$ cat config.mk
export PLATFORM = sky130hd
export DESIGN_NAME = bud_regs
export DESIGN_NICKNAME = d
export VERILOG_FILES = /design/src/inc/bud_pkg.sv /design/src/hdl/bud_regs.sv /design/src/hdl/bud_dchg_counter.sv
export VERILOG_INCLUDE_DIRS = /design/src /design/src/inc
export SDC_FILE = /design/constraint.sdc
export NUM_CORES = 1
export LEC_CHECK = 0
export BUFFER_PORTS_ARGS = -buffer_cell sky130_fd_sc_hd__buf_2
export CAP_MARGIN = 20
export CORE_MARGIN = 10
export CORE_UTILIZATION = 54
export DETAILED_ROUTE_END_ITERATION = 8
export GPL_TIMING_DRIVEN = 0
export PLACE_DENSITY = 0.84
export SLEW_MARGIN = 20
export SYNTH_ARGS = -nofsm -noshare
export SYNTH_HDL_FRONTEND = slang
export SYNTH_SLANG_ARGS = --single-unit
$ cat constraint.sdc
create_clock -name clk -period 8.4 [get_ports clk]
set_clock_uncertainty 0.1 [all_clocks]
set_input_delay 1.26 -clock clk [delete_from_list [all_inputs] [get_ports clk]]
set_output_delay 1.26 -clock clk [all_outputs]
set_load 0.03 [all_outputs]
$ cat src/inc/bud_cfg.svh
`ifndef BUD_CFG_SVH
`define BUD_CFG_SVH

// ==========================================================
// Register indices; the byte address is four times the index.
`define BUD_IDX_BAL 8'h1a
`define BUD_IDX_DEV 8'h1b
`define BUD_IDX_DIAG 8'h1c

// ==========================================================
// Field positions.
`define BUD_BAL_EN_MSB 11
`define BUD_BAL_RSVD_MSB 15
`define BUD_BAL_RSVD_LSB 12
`define BUD_DEV_LOOP 15
`define BUD_DEV_DBLBUF 12
`define BUD_DEV_LHIZ 11
`define BUD_DEV_UHIZ 10
`define BUD_DEV_RSVD9 9
`define BUD_DEV_EMG 8
`define BUD_DEV_HVCP 0
`define BUD_DIAG_ALT 13
`define BUD_DIAG_POL 12
`define BUD_DIAG_CELL_MSB 11
`define BUD_DIAG_CELL_LSB 0

// ==========================================================
// Reset values.
`define BUD_RST_WORD 16'h0000
`define BUD_RST_BUS 32'h0000_0000

// ==========================================================
// Timing: clock rate and the discharge counter rate, both in hertz.
`define BUD_CLK_HZ 32'h0098_9680
`define BUD_DCHG_HZ 32'h0000_0002
`define BUD_DCHG_TICKS (`BUD_CLK_HZ / `BUD_DCHG_HZ)

`endif

$ cat src/inc/bud_pkg.sv
package bud_pkg;

  // Register select, one-hot.
  typedef enum logic [3:0] {
    BUD_SEL_NONE = 4'b0001,
    BUD_SEL_BAL = 4'b0010,
    BUD_SEL_DEV = 4'b0100,
    BUD_SEL_DIAG = 4'b1000
  } bud_sel_t;

  typedef logic [11:0] bud_cells_t;

endpackage : bud_pkg

$ cat src/hdl/bud_regs.sv
`include "bud_cfg.svh"

// Functional notes
// - Twelve-bit field; bit n-1 turns on the balance switch between nodes n and n-1.
// - Upper reserved bits of the balance-switch register always read zero.
// - Loopback bit routes upper transmitter output into upper receiver.
// - Double-buffer select bit enables alternate double-buffer mode; default cleared.
// - Lower idle select makes lower transmit drivers idle high-Z, else drive zero.
// - Upper idle select makes upper transmit drivers idle high-Z, else drive zero.
// - Bit nine of device config stores and returns written value only.
// - Emergency-discharge enable bit starts emergency discharge mode.
// - Charge-pump disable bit turns off the HV charge pump.
// - Diagnostic bit thirteen mirrors the alternate-mux select bit.
// - Diagnostic bit twelve mirrors the polarity bit.
// - Cell mirror field writes update cell-measurement enables; reads return them.
// - During emergency discharge a four-bit counter runs at 2Hz and wraps.
module bud_regs import bud_pkg::*; #(
  parameter int unsigned DCHG_TICKS = `BUD_DCHG_TICKS
) (
  input wire logic clk,
  input wire logic rst,
  input wire logic ce,
  input wire logic hsel,
  input wire logic [31:0] haddr,
  input wire logic [1:0] htrans,
  input wire logic hwrite,
  input wire logic [2:0] hsize,
  input wire logic [31:0] hwdata,
  input wire logic hready,
  output logic hreadyout,
  output logic hresp,
  output logic [31:0] hrdata,
  output logic [11:0] balance_switch_enable,
  output logic upper_port_loopback,
  output logic alt_double_buffer_select,
  output logic lower_tx_idle_highz,
  output logic upper_tx_idle_highz,
  output logic emergency_discharge_enable,
  output logic hv_pump_disable,
  output logic [3:0] discharge_counter,
  input wire logic alt_mux_select,
  input wire logic polarity,
  input wire logic [11:0] cell_meas_enable,
  output logic cell_meas_enable_wr,
  output logic [11:0] cell_meas_enable_wdata,
  input wire logic lower_tx_data,
  input wire logic lower_tx_busy,
  output logic lower_tx_pin_out,
  output logic lower_tx_pin_oe,
  input wire logic upper_tx_data,
  input wire logic upper_tx_busy,
  output logic upper_tx_pin_out,
  output logic upper_tx_pin_oe,
  input wire logic upper_rx_pin_in,
  output logic upper_rx_data
);

  // The discharge prescaler needs at least two cycles per tick; refuse anything shorter at elaboration.
  if (DCHG_TICKS < 2) begin : g_bad_ticks
    $error("DCHG_TICKS must be at least 2");
  end

  // ==========================================================
  // Decode
  function automatic bud_sel_t decode_sel(input logic [31:0] a);
    bud_sel_t s;
    s = BUD_SEL_NONE;
    if (a[1:0] == 2'b00 && a[31:10] == 22'h00_0000) begin
      if (a[9:2] == `BUD_IDX_BAL) begin
        s = BUD_SEL_BAL;
      end else if (a[9:2] == `BUD_IDX_DEV) begin
        s = BUD_SEL_DEV;
      end else if (a[9:2] == `BUD_IDX_DIAG) begin
        s = BUD_SEL_DIAG;
      end
    end
    return s;
  endfunction : decode_sel

  logic addr_take;
  logic wr_pend;
  bud_sel_t wr_sel;
  logic wr_go;
  logic dev_rsvd9;
  logic fwd_cell;
  logic [11:0] next_bal;
  logic [15:0] next_dev;
  logic [11:0] next_cell;
  logic [15:0] rd_word;
  logic rx_s1;
  logic rx_s2;

  assign addr_take = hsel & htrans[1] & hready;
  assign wr_go = wr_pend & hready;

  // ==========================================================
  // Address phase capture
  // Only whole-word transfers are expected; hsize is not checked, every write updates all fields.
  always_ff @(posedge clk or posedge rst) begin
    if (rst) begin
      wr_pend <= 1'b0;
      wr_sel <= BUD_SEL_NONE;
    end else if (ce && hready) begin
      wr_pend <= addr_take & hwrite;
      wr_sel <= addr_take ? decode_sel(haddr) : BUD_SEL_NONE;
    end
  end

  // ==========================================================
  // Write data phase and forwarded view
  // Reads use the value being written in the same cycle, so back-to-back write then read sees new data.
  always_comb begin
    next_bal = balance_switch_enable;
    next_dev = 16'h0000;
    next_dev[`BUD_DEV_LOOP] = upper_port_loopback;
    next_dev[`BUD_DEV_DBLBUF] = alt_double_buffer_select;
    next_dev[`BUD_DEV_LHIZ] = lower_tx_idle_highz;
    next_dev[`BUD_DEV_UHIZ] = upper_tx_idle_highz;
    next_dev[`BUD_DEV_RSVD9] = dev_rsvd9;
    next_dev[`BUD_DEV_EMG] = emergency_discharge_enable;
    next_dev[`BUD_DEV_HVCP] = hv_pump_disable;
    next_cell = fwd_cell ? cell_meas_enable_wdata : cell_meas_enable;
    if (wr_go && wr_sel == BUD_SEL_BAL) begin
      next_bal = hwdata[`BUD_BAL_EN_MSB:0];
    end
    if (wr_go && wr_sel == BUD_SEL_DEV) begin
      next_dev[`BUD_DEV_LOOP] = hwdata[`BUD_DEV_LOOP];
      next_dev[`BUD_DEV_DBLBUF] = hwdata[`BUD_DEV_DBLBUF];
      next_dev[`BUD_DEV_LHIZ] = hwdata[`BUD_DEV_LHIZ];
      next_dev[`BUD_DEV_UHIZ] = hwdata[`BUD_DEV_UHIZ];
      next_dev[`BUD_DEV_RSVD9] = hwdata[`BUD_DEV_RSVD9];
      next_dev[`BUD_DEV_EMG] = hwdata[`BUD_DEV_EMG];
      next_dev[`BUD_DEV_HVCP] = hwdata[`BUD_DEV_HVCP];
    end
    if (wr_go && wr_sel == BUD_SEL_DIAG) begin
      next_cell = hwdata[`BUD_DIAG_CELL_MSB:`BUD_DIAG_CELL_LSB];
    end
  end

  always_ff @(posedge clk or posedge rst) begin
    if (rst) begin
      balance_switch_enable <= 12'h000;
    end else if (ce) begin
      balance_switch_enable <= next_bal;
    end
  end

  always_ff @(posedge clk or posedge rst) begin
    if (rst) begin
      upper_port_loopback <= 1'b0;
      alt_double_buffer_select <= 1'b0;
      lower_tx_idle_highz <= 1'b0;
      upper_tx_idle_highz <= 1'b0;
      dev_rsvd9 <= 1'b0;
      emergency_discharge_enable <= 1'b0;
      hv_pump_disable <= 1'b0;
    end else if (ce) begin
      upper_port_loopback <= next_dev[`BUD_DEV_LOOP];
      alt_double_buffer_select <= next_dev[`BUD_DEV_DBLBUF];
      lower_tx_idle_highz <= next_dev[`BUD_DEV_LHIZ];
      upper_tx_idle_highz <= next_dev[`BUD_DEV_UHIZ];
      dev_rsvd9 <= next_dev[`BUD_DEV_RSVD9];
      emergency_discharge_enable <= next_dev[`BUD_DEV_EMG];
      hv_pump_disable <= next_dev[`BUD_DEV_HVCP];
    end
  end

  // cell enable write-through
  // The owner latches the pulse one edge later; fwd_cell covers that gap for reads.
  always_ff @(posedge clk or posedge rst) begin
    if (rst) begin
      cell_meas_enable_wr <= 1'b0;
      cell_meas_enable_wdata <= 12'h000;
      fwd_cell <= 1'b0;
    end else if (ce) begin
      cell_meas_enable_wr <= wr_go && wr_sel == BUD_SEL_DIAG;
      fwd_cell <= wr_go && wr_sel == BUD_SEL_DIAG;
      if (wr_go && wr_sel == BUD_SEL_DIAG) begin
        cell_meas_enable_wdata <= next_cell;
      end
    end
  end

  // ==========================================================
  // Read path
  always_comb begin
    rd_word = `BUD_RST_WORD;
    unique case (decode_sel(haddr))
      BUD_SEL_NONE: begin
        rd_word = `BUD_RST_WORD;
      end
      BUD_SEL_BAL: begin
        rd_word = {4'h0, next_bal};
      end
      BUD_SEL_DEV: begin
        rd_word = next_dev;
      end
      BUD_SEL_DIAG: begin
        rd_word = 16'h0000;
        rd_word[`BUD_DIAG_ALT] = alt_mux_select;
        rd_word[`BUD_DIAG_POL] = polarity;
        rd_word[`BUD_DIAG_CELL_MSB:`BUD_DIAG_CELL_LSB] = next_cell;
      end
    endcase
  end

  always_ff @(posedge clk or posedge rst) begin
    if (rst) begin
      hrdata <= `BUD_RST_BUS;
    end else if (ce && addr_take && !hwrite) begin
      hrdata <= {16'h0000, rd_word};
    end
  end

  // Zero wait states; unmapped addresses read zero and ignore writes, always OKAY.
  always_ff @(posedge clk or posedge rst) begin
    if (rst) begin
      hreadyout <= 1'b0;
      hresp <= 1'b0;
    end else if (ce) begin
      hreadyout <= 1'b1;
      hresp <= 1'b0;
    end
  end

  // ==========================================================
  // UART pin drivers
  // lower idle level
  always_ff @(posedge clk or posedge rst) begin
    if (rst) begin
      lower_tx_pin_out <= 1'b0;
      lower_tx_pin_oe <= 1'b0;
    end else if (ce) begin
      lower_tx_pin_out <= lower_tx_busy & lower_tx_data;
      lower_tx_pin_oe <= lower_tx_busy | ~lower_tx_idle_highz;
    end
  end

  always_ff @(posedge clk or posedge rst) begin
    if (rst) begin
      upper_tx_pin_out <= 1'b0;
      upper_tx_pin_oe <= 1'b0;
    end else if (ce) begin
      upper_tx_pin_out <= upper_tx_busy & upper_tx_data;
      upper_tx_pin_oe <= upper_tx_busy | ~upper_tx_idle_highz;
    end
  end

  always_ff @(posedge clk or posedge rst) begin
    if (rst) begin
      rx_s1 <= 1'b0;
      rx_s2 <= 1'b0;
    end else if (ce) begin
      rx_s1 <= upper_rx_pin_in;
      rx_s2 <= rx_s1;
    end
  end

  always_ff @(posedge clk or posedge rst) begin
    if (rst) begin
      upper_rx_data <= 1'b0;
    end else if (ce) begin
      upper_rx_data <= upper_port_loopback ? (upper_tx_busy & upper_tx_data) : rx_s2;
    end
  end

  // ==========================================================
  // Emergency discharge counter
  // counter runs in mode
  bud_dchg_counter #(
    .TICK_CYCLES(DCHG_TICKS)
  ) u_dchg (
    .clk(clk),
    .rst(rst),
    .ce(ce),
    .run(emergency_discharge_enable),
    .count(discharge_counter)
  );

  logic rd_bal_q;
  logic rd_diag_q;
  always_ff @(posedge clk or posedge rst) begin
    if (rst) begin
      rd_bal_q <= 1'b0;
      rd_diag_q <= 1'b0;
    end else begin
      rd_bal_q <= ce && addr_take && !hwrite && decode_sel(haddr) == BUD_SEL_BAL;
      rd_diag_q <= ce && addr_take && !hwrite && decode_sel(haddr) == BUD_SEL_DIAG;
    end
  end
endmodule : bud_regs

$ cat src/hdl/bud_dchg_counter.sv
`include "bud_cfg.svh"

module bud_dchg_counter #(
  parameter int unsigned TICK_CYCLES = `BUD_DCHG_TICKS
) (
  input wire logic clk,
  input wire logic rst,
  input wire logic ce,
  input wire logic run,
  output logic [3:0] count
);

  localparam int unsigned PW = (TICK_CYCLES > 1) ? $clog2(TICK_CYCLES) : 1;
  localparam logic [PW-1:0] PRE_LAST = PW'(TICK_CYCLES - 1);

  logic [PW-1:0] pre;

  // A prescaler shorter than two cycles cannot make a tick, so refuse it at elaboration.
  if (TICK_CYCLES < 2) begin : g_bad_ticks
    $error("TICK_CYCLES must be at least 2");
  end

  // ==========================================================
  // Prescaler and counter
  // The counter is held at zero outside the mode so each run starts fresh.
  always_ff @(posedge clk or posedge rst) begin
    if (rst) begin
      pre <= '0;
    end else if (ce) begin
      if (!run || pre == PRE_LAST) begin
        pre <= '0;
      end else begin
        pre <= pre + PW'(1);
      end
    end
  end

  always_ff @(posedge clk or posedge rst) begin
    if (rst) begin
      count <= 4'h0;
    end else if (ce) begin
      if (!run) begin
        count <= 4'h0;
      end else if (pre == PRE_LAST) begin
        count <= count + 4'h1;
      end
    end
  end

endmodule : bud_dchg_counter

After elaboration in Yosys (flattened, before gate mapping)
Cells that the tools add are included.
Widths: inputs -> output; s select.
- bits in registers: 88
- word-level logic and storage cells: 77
- add/subtract/negate cells: 2
- muxes and demuxes: 16
- reductions and logical operators: 14
- equality and inequality tests: 12
- bitwise logic cells: 10
- operators by type and width (operator ; count):
    $pmux 16 s4 ; 1
    $mux 12 ; 3
    $mux 4 ; 7
    $eq 8x5->1 const B ; 3
    $add 23x1->23 const B ; 1
    $eq 23x23->1 const B ; 1
    $mux 23 ; 1
    $logic_not 22->1 ; 1
    $eq 4x2->1 const B ; 2
    $eq 4x3->1 const B ; 2
    $eq 4x4->1 const B ; 2
    $logic_and 1x1->1 ; 7
    $and 1x1->1 ; 6
    $mux 5 ; 1
    $add 4x1->4 const B ; 1
    $eq 4x1->1 const B ; 1
    $reduce_and 2->1 ; 2
    $mux 1 ; 3
    $logic_not 1->1 ; 2
    $logic_not 2->1 ; 1
    $ne 2x1->1 const B ; 1
    $not 1->1 ; 2
    $or 1x1->1 ; 2
    $logic_or 1x1->1 ; 1

Depth between registers and ports, before layout
Gate-level depths: netlist of run 1.
- word-level depth: 7
- depth in mapped cells: 8
- mapped depth without buffers: 6

By module
From an unflattened synthesis of run 1, not the netlist that was laid out.
- cells, all modules: 464
- area total of the unflattened synthesis: 4797.1 um^2
- by module, submodules not included (module ; instances ; area each (um^2) ; cells each):
    bud_regs ; 1 ; 3253.1 ; 301
    bud_dchg_counter ; 1 ; 1544.0 ; 163

Worst setup path before layout of run 1
OpenSTA, ideal clock, no wires.
- kind: input to register
- start point: in haddr[27]
- end point: reg hrdata[1]
- path buffers: 0
- setup slack: 5.765 ns
- stages on the path: 5
- data arrival time: 2.458 ns
- path through: nor4_1 > nand4_2 > nor4_4 > a22oi_1 > o21ai_1
- cells in the longest elaborated chain, start to end: 5
- RTL lines (what ; RTL line ; RTL):
    start, declared ; bud_regs.sv:24 ; input wire logic [31:0] haddr,
    $logic_not 22->1 (*) ; - ;
    $logic_and 1x1->1 (*) ; - ;
    $mux 4 (*) ; - ;
    $eq 4x4->1 (tied with other cells) ; - ;
    $pmux 16 s4 (*) ; bud_regs.sv:188 ; unique case (decode_sel(haddr))
    end signal, assigned ; bud_regs.sv:209 ; hrdata <= `BUD_RST_BUS;
    end signal, assigned ; bud_regs.sv:211 ; hrdata <= {16'h0000, rd_word};
    end, declared ; bud_regs.sv:32 ; output logic [31:0] hrdata,
Mark *: on every way between the ends. The rest lies on a longest branch, timed or not. The select of a mux whose other input is x is not followed.
A chain may end at the register's enable or synchronous reset.

Worst setup path after layout of run 1
- start point: in haddr[4]
- end point: reg hrdata[11]
- cells in the longest elaborated chain, start to end: 7
- RTL lines (what ; RTL line ; RTL):
    $eq 8x5->1 (no source line) ; - ;
    $mux 4 (2 in series) ; - ;
    $mux 4 (*) ; bud_regs.sv:69 ; if (a[9:2] == `BUD_IDX_BAL) begin
    $mux 4 (*) ; - ;
    $eq 4x4->1 (tied with other cells) ; - ;
    $pmux 16 s4 (*) ; bud_regs.sv:188 ;
Marked as above.

==> results of run 1 <==
## per-stage QoR
stage	utilization [%]	area (um2)	cells
2_1_floorplan	-	4740	438
4_1_cts	69.0	5750	686
3_3_place_gp	66.1	5510	670
5_1_grt	69.0	5750	686
3_5_place_dp	66.4	5540	671
6_report	69.0	5750	686
## per-layer routing
metal  routed length [um]  part of all wire, %  up-vias  track usage [%]
met5                    0                    0        -                0
met4                  228                  1.7        0             7.02
met3                 1180                  9.0       20             6.44
met2                 6760                   52      173             35.4
met1                 4870                   37     1878             22.3
li1                     -                    -     1782                -
## flip-flops by register name, summed over array words and instances (netlist names), 4 cells and up
signal,count
u_dchg.pre,23
wr_sel,4
u_dchg.count,4
balance_switch_enable,12
cell_meas_enable_wdata,12
hrdata,15
## power breakdown
part	switching, mW	leakage [nW]	internal (mW)
logic	0.0462	1.68	0.0324
registers	0.00322	1.19	0.423
clock network	0.145	0.109	0.173
total	0.194	2.98	0.629
## cell families (layout without fill, tap and decap cells)
group	after synthesis	count (layout)	share of synthesized area, %
other	1	18	0.0801
adder cells (fa/ha/maj)	2	2	0.535
buffers and inverters	48	191	5.80
AO/OA/AOI/OAI	46	46	6.82
AND/OR/NAND/NOR	136	136	16.9
XOR/XNOR	22	22	4.12
flip-flops	87	87	46.6
multiplexers	79	79	19.2
## critical path, stage by stage
cell      delay (ns)
buf_2           0.11
nor4bb_1        0.25
and4_1          0.35
nor3b_4         0.55
a222oi_1        0.25
o21ai_1         0.18
## path summary, 6_finish.rpt
path | startpoint | end | slack (ns) | cells past startpoint
min in group asynchronous | rst | u_dchg.count[0] | 0.78 | 2
max in group asynchronous | rst | cell_meas_enable_wdata[7] | 6.79 | 3
worst min-delay path | hreadyout | hreadyout | 0.37 | 1
worst min register to register | hreadyout | hreadyout | 0.37 | 1
worst max register to register | fwd_cell | hrdata[0] | 6.11 | 5
worst max-delay path | haddr[4] | hrdata[11] | 5.62 | 6
## Yosys cell counts, drive strengths merged, types with 2 or more instances
cell type and n:
mux2i 3, o21ai 19, inv 16, o22a 2
a222oi 5, nor3 5, nand2 33, nand4 11
mux2 76, nand2b 2, nor4 9, nor2b 2
xor2 6, buf 28, a22o 2, dfrtp 86
a22oi 8, clkbuf 4, ha 2, nand3b 3
nor3b 6, xnor2 16, and4 4, and3 6
nor4bb 2, nor2 34, nand3 13
## cells in the final DEF, fill, tap and decap left out, drive strengths merged, types with 3 or more instances in the layout
master / Yosys / routed
dfrtp: 86 / 86
a222oi: 5 / 5
nor3b: 6 / 6
and3: 6 / 6
nand3: 13 / 13
mux2i: 3 / 3
nor2: 34 / 34
mux2: 76 / 76
and4: 4 / 4
inv: 16 / 16
a22oi: 8 / 8
xor2: 6 / 6
o21ai: 19 / 19
nor3: 5 / 5
clkbuf: 4 / 15
nand4: 11 / 11
buf: 28 / 156
nand3b: 3 / 3
xnor2: 16 / 16
conb: 1 / 18
nand2: 33 / 33
nor4: 9 / 9
## layout make-up
| cell class | count | area [um2] |
|---|---|---|
| Buffer | 32 | 211 |
| Clock buffer | 11 | 141 |
| Clock inverter | 4 | 70.1 |
| Fill cell | 654 | 2590 |
| Inverter | 16 | 62.6 |
| Multi-Input combinational cell | 303 | 2290 |
| Sequential cell | 87 | 2180 |
| Tap cell | 105 | 131 |
| Timing Repair Buffer | 128 | 663 |
==> flow_summary.yaml, run 1 <==
finish:
  nNetsFinal: 673
  drive_above_1_share_pct: 42.5
  area_delta_synth_final_pct: 22.9
  diodes: 0
global_route:
  grt_remaining_overflow: 0
  grt_pass1_wl_mm: 21.0
  grt_pass1_vias: 4213
  grt.total_usage_pct: 20.1
  antenna_found_initial: 0
  grt_max_degree: 60
clock_network:
  htree_levels: 3
  postCtsSetupBuffers: 0
  clock_latency_ns: 0.36
  cts.sinks: 87
  cts_hold_buffers: 0
  cts_tree: "built"
  clock_path_buffers: 2
  cts_resized: 0
  cts-root-buf: "clkbuf_8"
  numCtsBuffers: 9
  path_clk_slew_ns: 0.08
sta:
  rsz0062_at_grt: "no"
  slew_headroom_pct: 53.5
  setup_violations: 0
  tightest_slew_ns: 0.692
  fin_tns_setup_ns: 0
  drv_slew: 0
  finalHoldViolations: 0
  finalWorstSetupSlack_ns: 5.62
  finalCriticalPeriod_ns: 2.78
  max_freq_mhz: 359
  whs_ns: 0.374
  post-route-period-util_pct: 33.1
synth:
  synth_edf_count: 0
  ys.flop_type: "dfrtp_1"
  ys_seq_area_share_pct: 46.6
  synth_cell_type_count: 62
  synthesis.area_um2: 4680
  synthArstFlopShare_pct: 100
  synth.ff_latch_count: 87
  synth.largest_area_cell: "dfrtp_1"
  synth_area_leaders: "dfrtp_1 46%, mux2_2 13%, mux2_1 4.1%"
  syn_area_per_cell_um2: 11.1
  ys_warn_count: 0
  synth_top_area_share_pct: 46.0
  syn_inst: 421
placed_design:
  port_buffers: 127
  dp_slack_ns: 5.30
  dp_hpwl_mm: 9.92
  place.gp.congestion: 0.828
power:
  leakage_nw: 2.98
  max-vdd-ir-drop_v: 0.0000785
  p_per_area_nw_per_um2: 143
  total_power_uw: 823
floorplanning:
  num_rows: 33
  fp.dieArea_um2: 12800
  io_pins: 168
  core_um2: 8340
  start_util_pct: 56.1
  chipWidth_um: 113
  die_y_um: 113
drt:
  wirelength_mm: 13.0
  ant_nets: 0
  drt_iter0_drc: 229
  vias_per_cell: 5.62
  drcViolationCount: 0
  first_pass_iters: 5
  vias: 3853
  routedWlPerCell_um: 19.0
run_status:
  status: "finished, final reports clean"
job:
  maxCapViolCount: 0
setup_path:
  end_kind: "flip-flop"
  crit_fanout: 10
  path_class: "in2reg"
  start_kind: "input pin"
  worst_ep_arrival_time_ns: 2.96
  cp_data_required_time_ns: 8.58
hold_path:
  hp-class: "reg2reg"
Power figures use the tool's default switching activity.
==> run 2: changes to the inputs <==
--- a/config.mk
+++ b/config.mk
@@ -9,10 +9,10 @@
 export BUFFER_PORTS_ARGS = -buffer_cell sky130_fd_sc_hd__buf_2
 export CAP_MARGIN = 20
 export CORE_MARGIN = 10
-export CORE_UTILIZATION = 54
+export CORE_UTILIZATION = 50
 export DETAILED_ROUTE_END_ITERATION = 8
 export GPL_TIMING_DRIVEN = 0
-export PLACE_DENSITY = 0.84
+export PLACE_DENSITY = 0.78
 export SLEW_MARGIN = 20
 export SYNTH_ARGS = -nofsm -noshare
 export SYNTH_HDL_FRONTEND = slang
==> constraint.sdc (replaced) <==
create_clock -name clk -period 2.9 [get_ports clk]
set_clock_uncertainty 0.1 [all_clocks]
set_input_delay 0.435 -clock clk [delete_from_list [all_inputs] [get_ports clk]]
set_output_delay 0.435 -clock clk [all_outputs]
set_load 0.03 [all_outputs]
==> flow_summary.yaml, run 2 (synthesis gave the netlist of run 1 again) <==
sta:
  slew_headroom_pct: 51.2
  finalCriticalPeriod_ns: 2.22
  drv_slew: 0
  tightest_slew_ns: 0.726
  post-route-period-util_pct: 76.5
  finalWorstSetupSlack_ns: 0.683
  max_freq_mhz: 451
  rsz0062_at_grt: "no"
  finalHoldViolations: 0
  setup_violations: 0
placed_design:
  dp_slack_ns: 0.609
  dp.cells: 677
  place.gp.congestion: 0.802
  placed_cell_area_um2: 5550
  port_buffers: 127
  dp_hpwl_mm: 9.66
floorplanning:
  num_rows: 35
  io_pins: 168
  core_um2: 9200
  chipWidth_um: 117
  start_util_pct: 50.9
  fp.dieArea_um2: 13600
  die_y_um: 117
drt:
  drcViolationCount: 0
  vias: 3778
  wirelength_mm: 12.6
  first_pass_iters: 5
  vias_per_cell: 5.44
  routedWlPerCell_um: 18.2
  ant_nets: 0
  drt_iter0_drc: 210
clock_network:
  clock_latency_ns: 0.37
  cts.sinks: 87
  cts-root-buf: "clkbuf_8"
  postCtsSetupBuffers: 0
  path_clk_slew_ns: 0.09
  htree_levels: 3
  cts_tree: "built"
  clock_path_buffers: 2
  cts_resized: 0
  numCtsBuffers: 9
power:
  max-vdd-ir-drop_v: 0.000316
  p_per_area_nw_per_um2: 427
  leakage_nw: 2.99
finish:
  nFillCells: 766
  final_cell_mix: "130 x buf_2, 86 x dfrtp_1, 56 x mux2_2"
  layout_commonest_cell: "buf_2"
  fin_cells: 694
  diodes: 0
  largest_reg_flops: 23
  final_area_um2: 5800
  area_delta_synth_final_pct: 23.9
  drive_above_1_share_pct: 42.7
  reg_top3: "u_dchg.pre: 23 flops, hrdata: 15 flops"
  nNetsFinal: 674
  regMostFlops: "u_dchg.pre"
  fin_util_pct: 63.1
setup_path:
  reg2reg_slack_ns: 0.68
  cp-endpoint: "hrdata[8]"
  end_kind: "flip-flop"
  worstRegToRegCells: 5
  path_class: "reg2reg"
  crit_fanout: 10
  setup.worst_path.start: "fwd_cell"
  worst_ep_arrival_time_ns: 2.37
  crit-reg2reg-launch: "fwd_cell"
  cp_data_required_time_ns: 3.06
  start_kind: "flip-flop"
  r2r-end: "hrdata[8]"
hold_path:
  hp-class: "in2reg"
  holdPathStages: 2
global_route:
  grt_pass1_wl_mm: 20.1
  grt_pass1_vias: 4048
  antenna_found_initial: 0
  grt_max_degree: 55
  grt.total_usage_pct: 18.7
  grt_remaining_overflow: 0
run_status:
  status: "finished, final reports clean"
job:
  maxCapViolCount: 0
==> run 2: changes by cell type in the layout (fill, tap and decap cells not counted) <==
cell,before,now
dlygate4sd3_1,0,1
clkbuf_1,4,3
clkinvlp_4,0,1
clkinv_4,0,1
clkbuf_8,10,12
clkinv_2,2,0
==> run 2: final cells by class <==
cell class	instances	area (um2)	area share [%]
clock inverters	4	76.3	1.32
plain buffers	32	211	3.65
multi-input cells	303	2290	39.5
clock buffers	12	165	2.85
repair buffers	129	673	11.6
inverters	16	62.6	1.08
well taps	111	139	2.39
flip-flops and latches	87	2180	37.6
==> run 2: worst min path at each step <==
stage,endpoint,from,slack (ns)
detailed placement,hreadyout,hreadyout,0.36
finish,lower_tx_pin_oe,lower_tx_busy,0.20
global placement,hreadyout,hreadyout,0.35
global route,lower_tx_pin_oe,lower_tx_busy,0.19
floorplan,rx_s1,rx_s1,0.37
CTS,lower_tx_pin_oe,lower_tx_busy,0.19
==> run 2: metrics by stage <==
stage / setup TNS [ns] / hold slack, ns / power (mW)
2_1_floorplan: 0 / 0.375 / 1.39
3_3_place_gp: -85.01 / 0.352 / 1.47
3_5_place_dp: 0 / 0.355 / 1.49
4_1_cts: 0 / 0.191 / 2.49
5_1_grt: 0 / 0.192 / 2.57
6_report: 0 / 0.200 / 2.47
==> run 2: per-layer routing <==
metal | wire [um] | track usage (%) | vias to the layer above | part of all wire, %
li1 | - | - | 1794 | -
met1 | 5250 | 22.9 | 1832 | 42
met2 | 6200 | 30.1 | 131 | 49
met3 | 895 | 5.65 | 21 | 7.1
met4 | 281 | 7.17 | 0 | 2.2
met5 | 0 | 0 | - | 0
==> run 2: worst max-delay path, stage by stage (launching register included) <==
cell and delay (ns):
dfrtp_1 0.50, buf_1 0.51, mux2_2 0.40, mux2_4 0.25, a222oi_1 0.24, o21ai_1 0.10
==> run 2: power breakdown <==
part	internal, mW	total [mW]	switching, mW
logic	0.0945	0.226	0.131
registers	1.23	1.24	0.00903
clock network	0.558	1.01	0.456
==> run 2: repair_timing <==
item | CTS | global route
endpoints found under the hold margin | 25 | 0
hold buffers | 1 | 0
setup endpoints to repair | 0 | 0
==> run 3: changes to the inputs <==
--- a/config.mk
+++ b/config.mk
@@ -9,10 +9,10 @@
 export BUFFER_PORTS_ARGS = -buffer_cell sky130_fd_sc_hd__buf_2
 export CAP_MARGIN = 20
 export CORE_MARGIN = 10
-export CORE_UTILIZATION = 50
+export CORE_UTILIZATION = 45
 export DETAILED_ROUTE_END_ITERATION = 8
 export GPL_TIMING_DRIVEN = 0
-export PLACE_DENSITY = 0.78
+export PLACE_DENSITY = 0.74
 export SLEW_MARGIN = 20
 export SYNTH_ARGS = -nofsm -noshare
 export SYNTH_HDL_FRONTEND = slang
==> constraint.sdc (replaced) <==
create_clock -name clk -period 2 [get_ports clk]
set_clock_uncertainty 0.1 [all_clocks]
set_input_delay 0.3 -clock clk [delete_from_list [all_inputs] [get_ports clk]]
set_output_delay 0.3 -clock clk [all_outputs]
set_load 0.03 [all_outputs]
==> flow_summary.yaml, run 3 (synthesis gave the netlist of run 1 again) <==
setup_path:
  critPathSlowestCell: "dfstp_2"
  cp_data_required_time_ns: 2.15
  crit_fanout: 10
  path_cells: "and4bb_2 -> nand3b_4 -> buf_12 -> buf_4 -> mux2_1 -> a22oi_1 -> o21ai_1"
  start_kind: "flip-flop"
  path_class: "reg2reg"
  slowest_delay_ns: 0.56
  end_kind: "flip-flop"
  worst_ep_arrival_time_ns: 2.12
clock_network:
  clock_latency_ns: 0.35
  path_clk_slew_ns: 0.10
  numCtsBuffers: 9
  cts-root-buf: "clkbuf_8"
  cts.sinks: 87
  cts_tree: "built"
  clock_path_buffers: 2
  htree_levels: 3
sta:
  rsz0062_at_grt: "yes"
  max_freq_mhz: 507
  drv_slew: 0
  tightest_slew_ns: 0.688
  slew_headroom_pct: 53.8
  finalHoldViolations: 0
  setup_violations: 0
  finalWorstSetupSlack_ns: 0.0267
  post-route-period-util_pct: 98.7
  whs_ns: 0.0714
  finalCriticalPeriod_ns: 1.97
global_route:
  grt_pass1_wl_mm: 20.7
  grt.total_usage_pct: 17.3
  grt_remaining_overflow: 0
  grt_max_degree: 31
  antenna_found_initial: 1
  grt_pass1_vias: 4083
drt:
  drcViolationCount: 0
  drt_iter0_drc: 184
  first_pass_iters: 4
  wirelength_mm: 12.8
  ant_nets: 0
  routedWlPerCell_um: 17.5
  vias_per_cell: 5.21
  vias: 3806
finish:
  nNetsFinal: 686
  multi_input_area_um2: 2350
  largest_reg_flops: 23
  final_cell_mix: "128 x buf_2, 85 x dfrtp_1, 55 x mux2_2"
  layout_commonest_cell: "buf_2"
  area_delta_synth_final_pct: 28.5
  regMostFlops: "u_dchg.pre"
  seq_area_um2: 2180
  fin_util_pct: 58.8
  reg_top3: "u_dchg.pre: 23 flops, hrdata: 15 flops"
  diodes: 0
  drive_above_1_share_pct: 45.5
  nFillCells: 876
placed_design:
  place.gp.congestion: 0.834
  dp_hpwl_mm: 9.75
  port_buffers: 127
  dp_slack_ns: -0.145
floorplanning:
  fp.dieArea_um2: 14900
  core_um2: 10200
  io_pins: 168
  chipWidth_um: 122
  num_rows: 37
  start_util_pct: 45.7
  die_y_um: 122
power:
  p_per_area_nw_per_um2: 568
  max-vdd-ir-drop_v: 0.000289
  total_power_mw: 3.42
  leakage_nw: 3.09
run_status:
  status: "finished, final reports clean"
hold_path:
  hp-class: "in2reg"
job:
  maxCapViolCount: 0
## run 3: changes by cell type in the layout (fill, tap and decap cells not counted), sizes merged
| cell | delta |
|---|---|
| buf | +11 |
| clkinv | +2 |
| bufinv | -1 |
| clkbuf | -1 |
| clkinvlp | +1 |
## run 3: timing repair
action | in CTS | in global routing
pin swaps | 1 | 7
hold buffers | 1 | 0
setup endpoints to repair | 32 | 38
endpoints found under the hold margin | 12 | 0
gates cloned | 0 | 0
gates resized for setup | 5 | 17
setup buffers | 2 | 8
## run 3: final timing paths
kind | start | to | slack (ns) | cells after the start
max | wr_sel[0] | hrdata[3] | 0.03 | 7
min | hwrite | wr_pend | 0.07 | 2
max reg2reg | wr_sel[0] | hrdata[3] | 0.03 | 7
min reg2reg | hreadyout | hreadyout | 0.37 | 1
max in group asynchronous | rst | balance_switch_enable[9] | 0.74 | 5
min in group asynchronous | rst | u_dchg.pre[15] | 0.38 | 3
## run 3: layout make-up
type	instances	share of cell area [%]
sequential	87	36.2
clock inverter	6	1.14
clock buffer	10	2.29
tap	136	2.83
inverter	16	1.06
buffer	32	4.12
timing repair buffer	141	13.3
multi-input combinational	303	39.0
## run 3: power by group
group	total, mW	switching, mW	internal [mW]
clock network	1.28	0.664	0.619
registers	1.79	0.0117	1.78
logic	0.346	0.197	0.149
## run 3: routing by layer
metal | share of wire [%] | vias up | track usage [%]
met4 | 1.0 | 0 | 4.92
met2 | 51 | 116 | 28.7
met3 | 7.7 | 12 | 6.29
li1 | - | 1817 | -
met1 | 40 | 1861 | 20.6
met5 | 0 | - | 0
## run 3: critical path, delay by kind of cell (launching register included)
kind            cells  cell delay (ns)
simple gates        2             0.41
flops               1             0.56
compound gates      2             0.22
buf+inv             2             0.26
mux                 1             0.30
## run 3: per-stage QoR
step                      area, um2  instances  setup TNS [ns]
after CTS                      5880        723               0
after global routing           6010        731          -0.320
final                          6010        731               0
after floorplan                4750        438               0
after global placement         5550        701           -6.78
after detailed placement       5620        704           -2.49
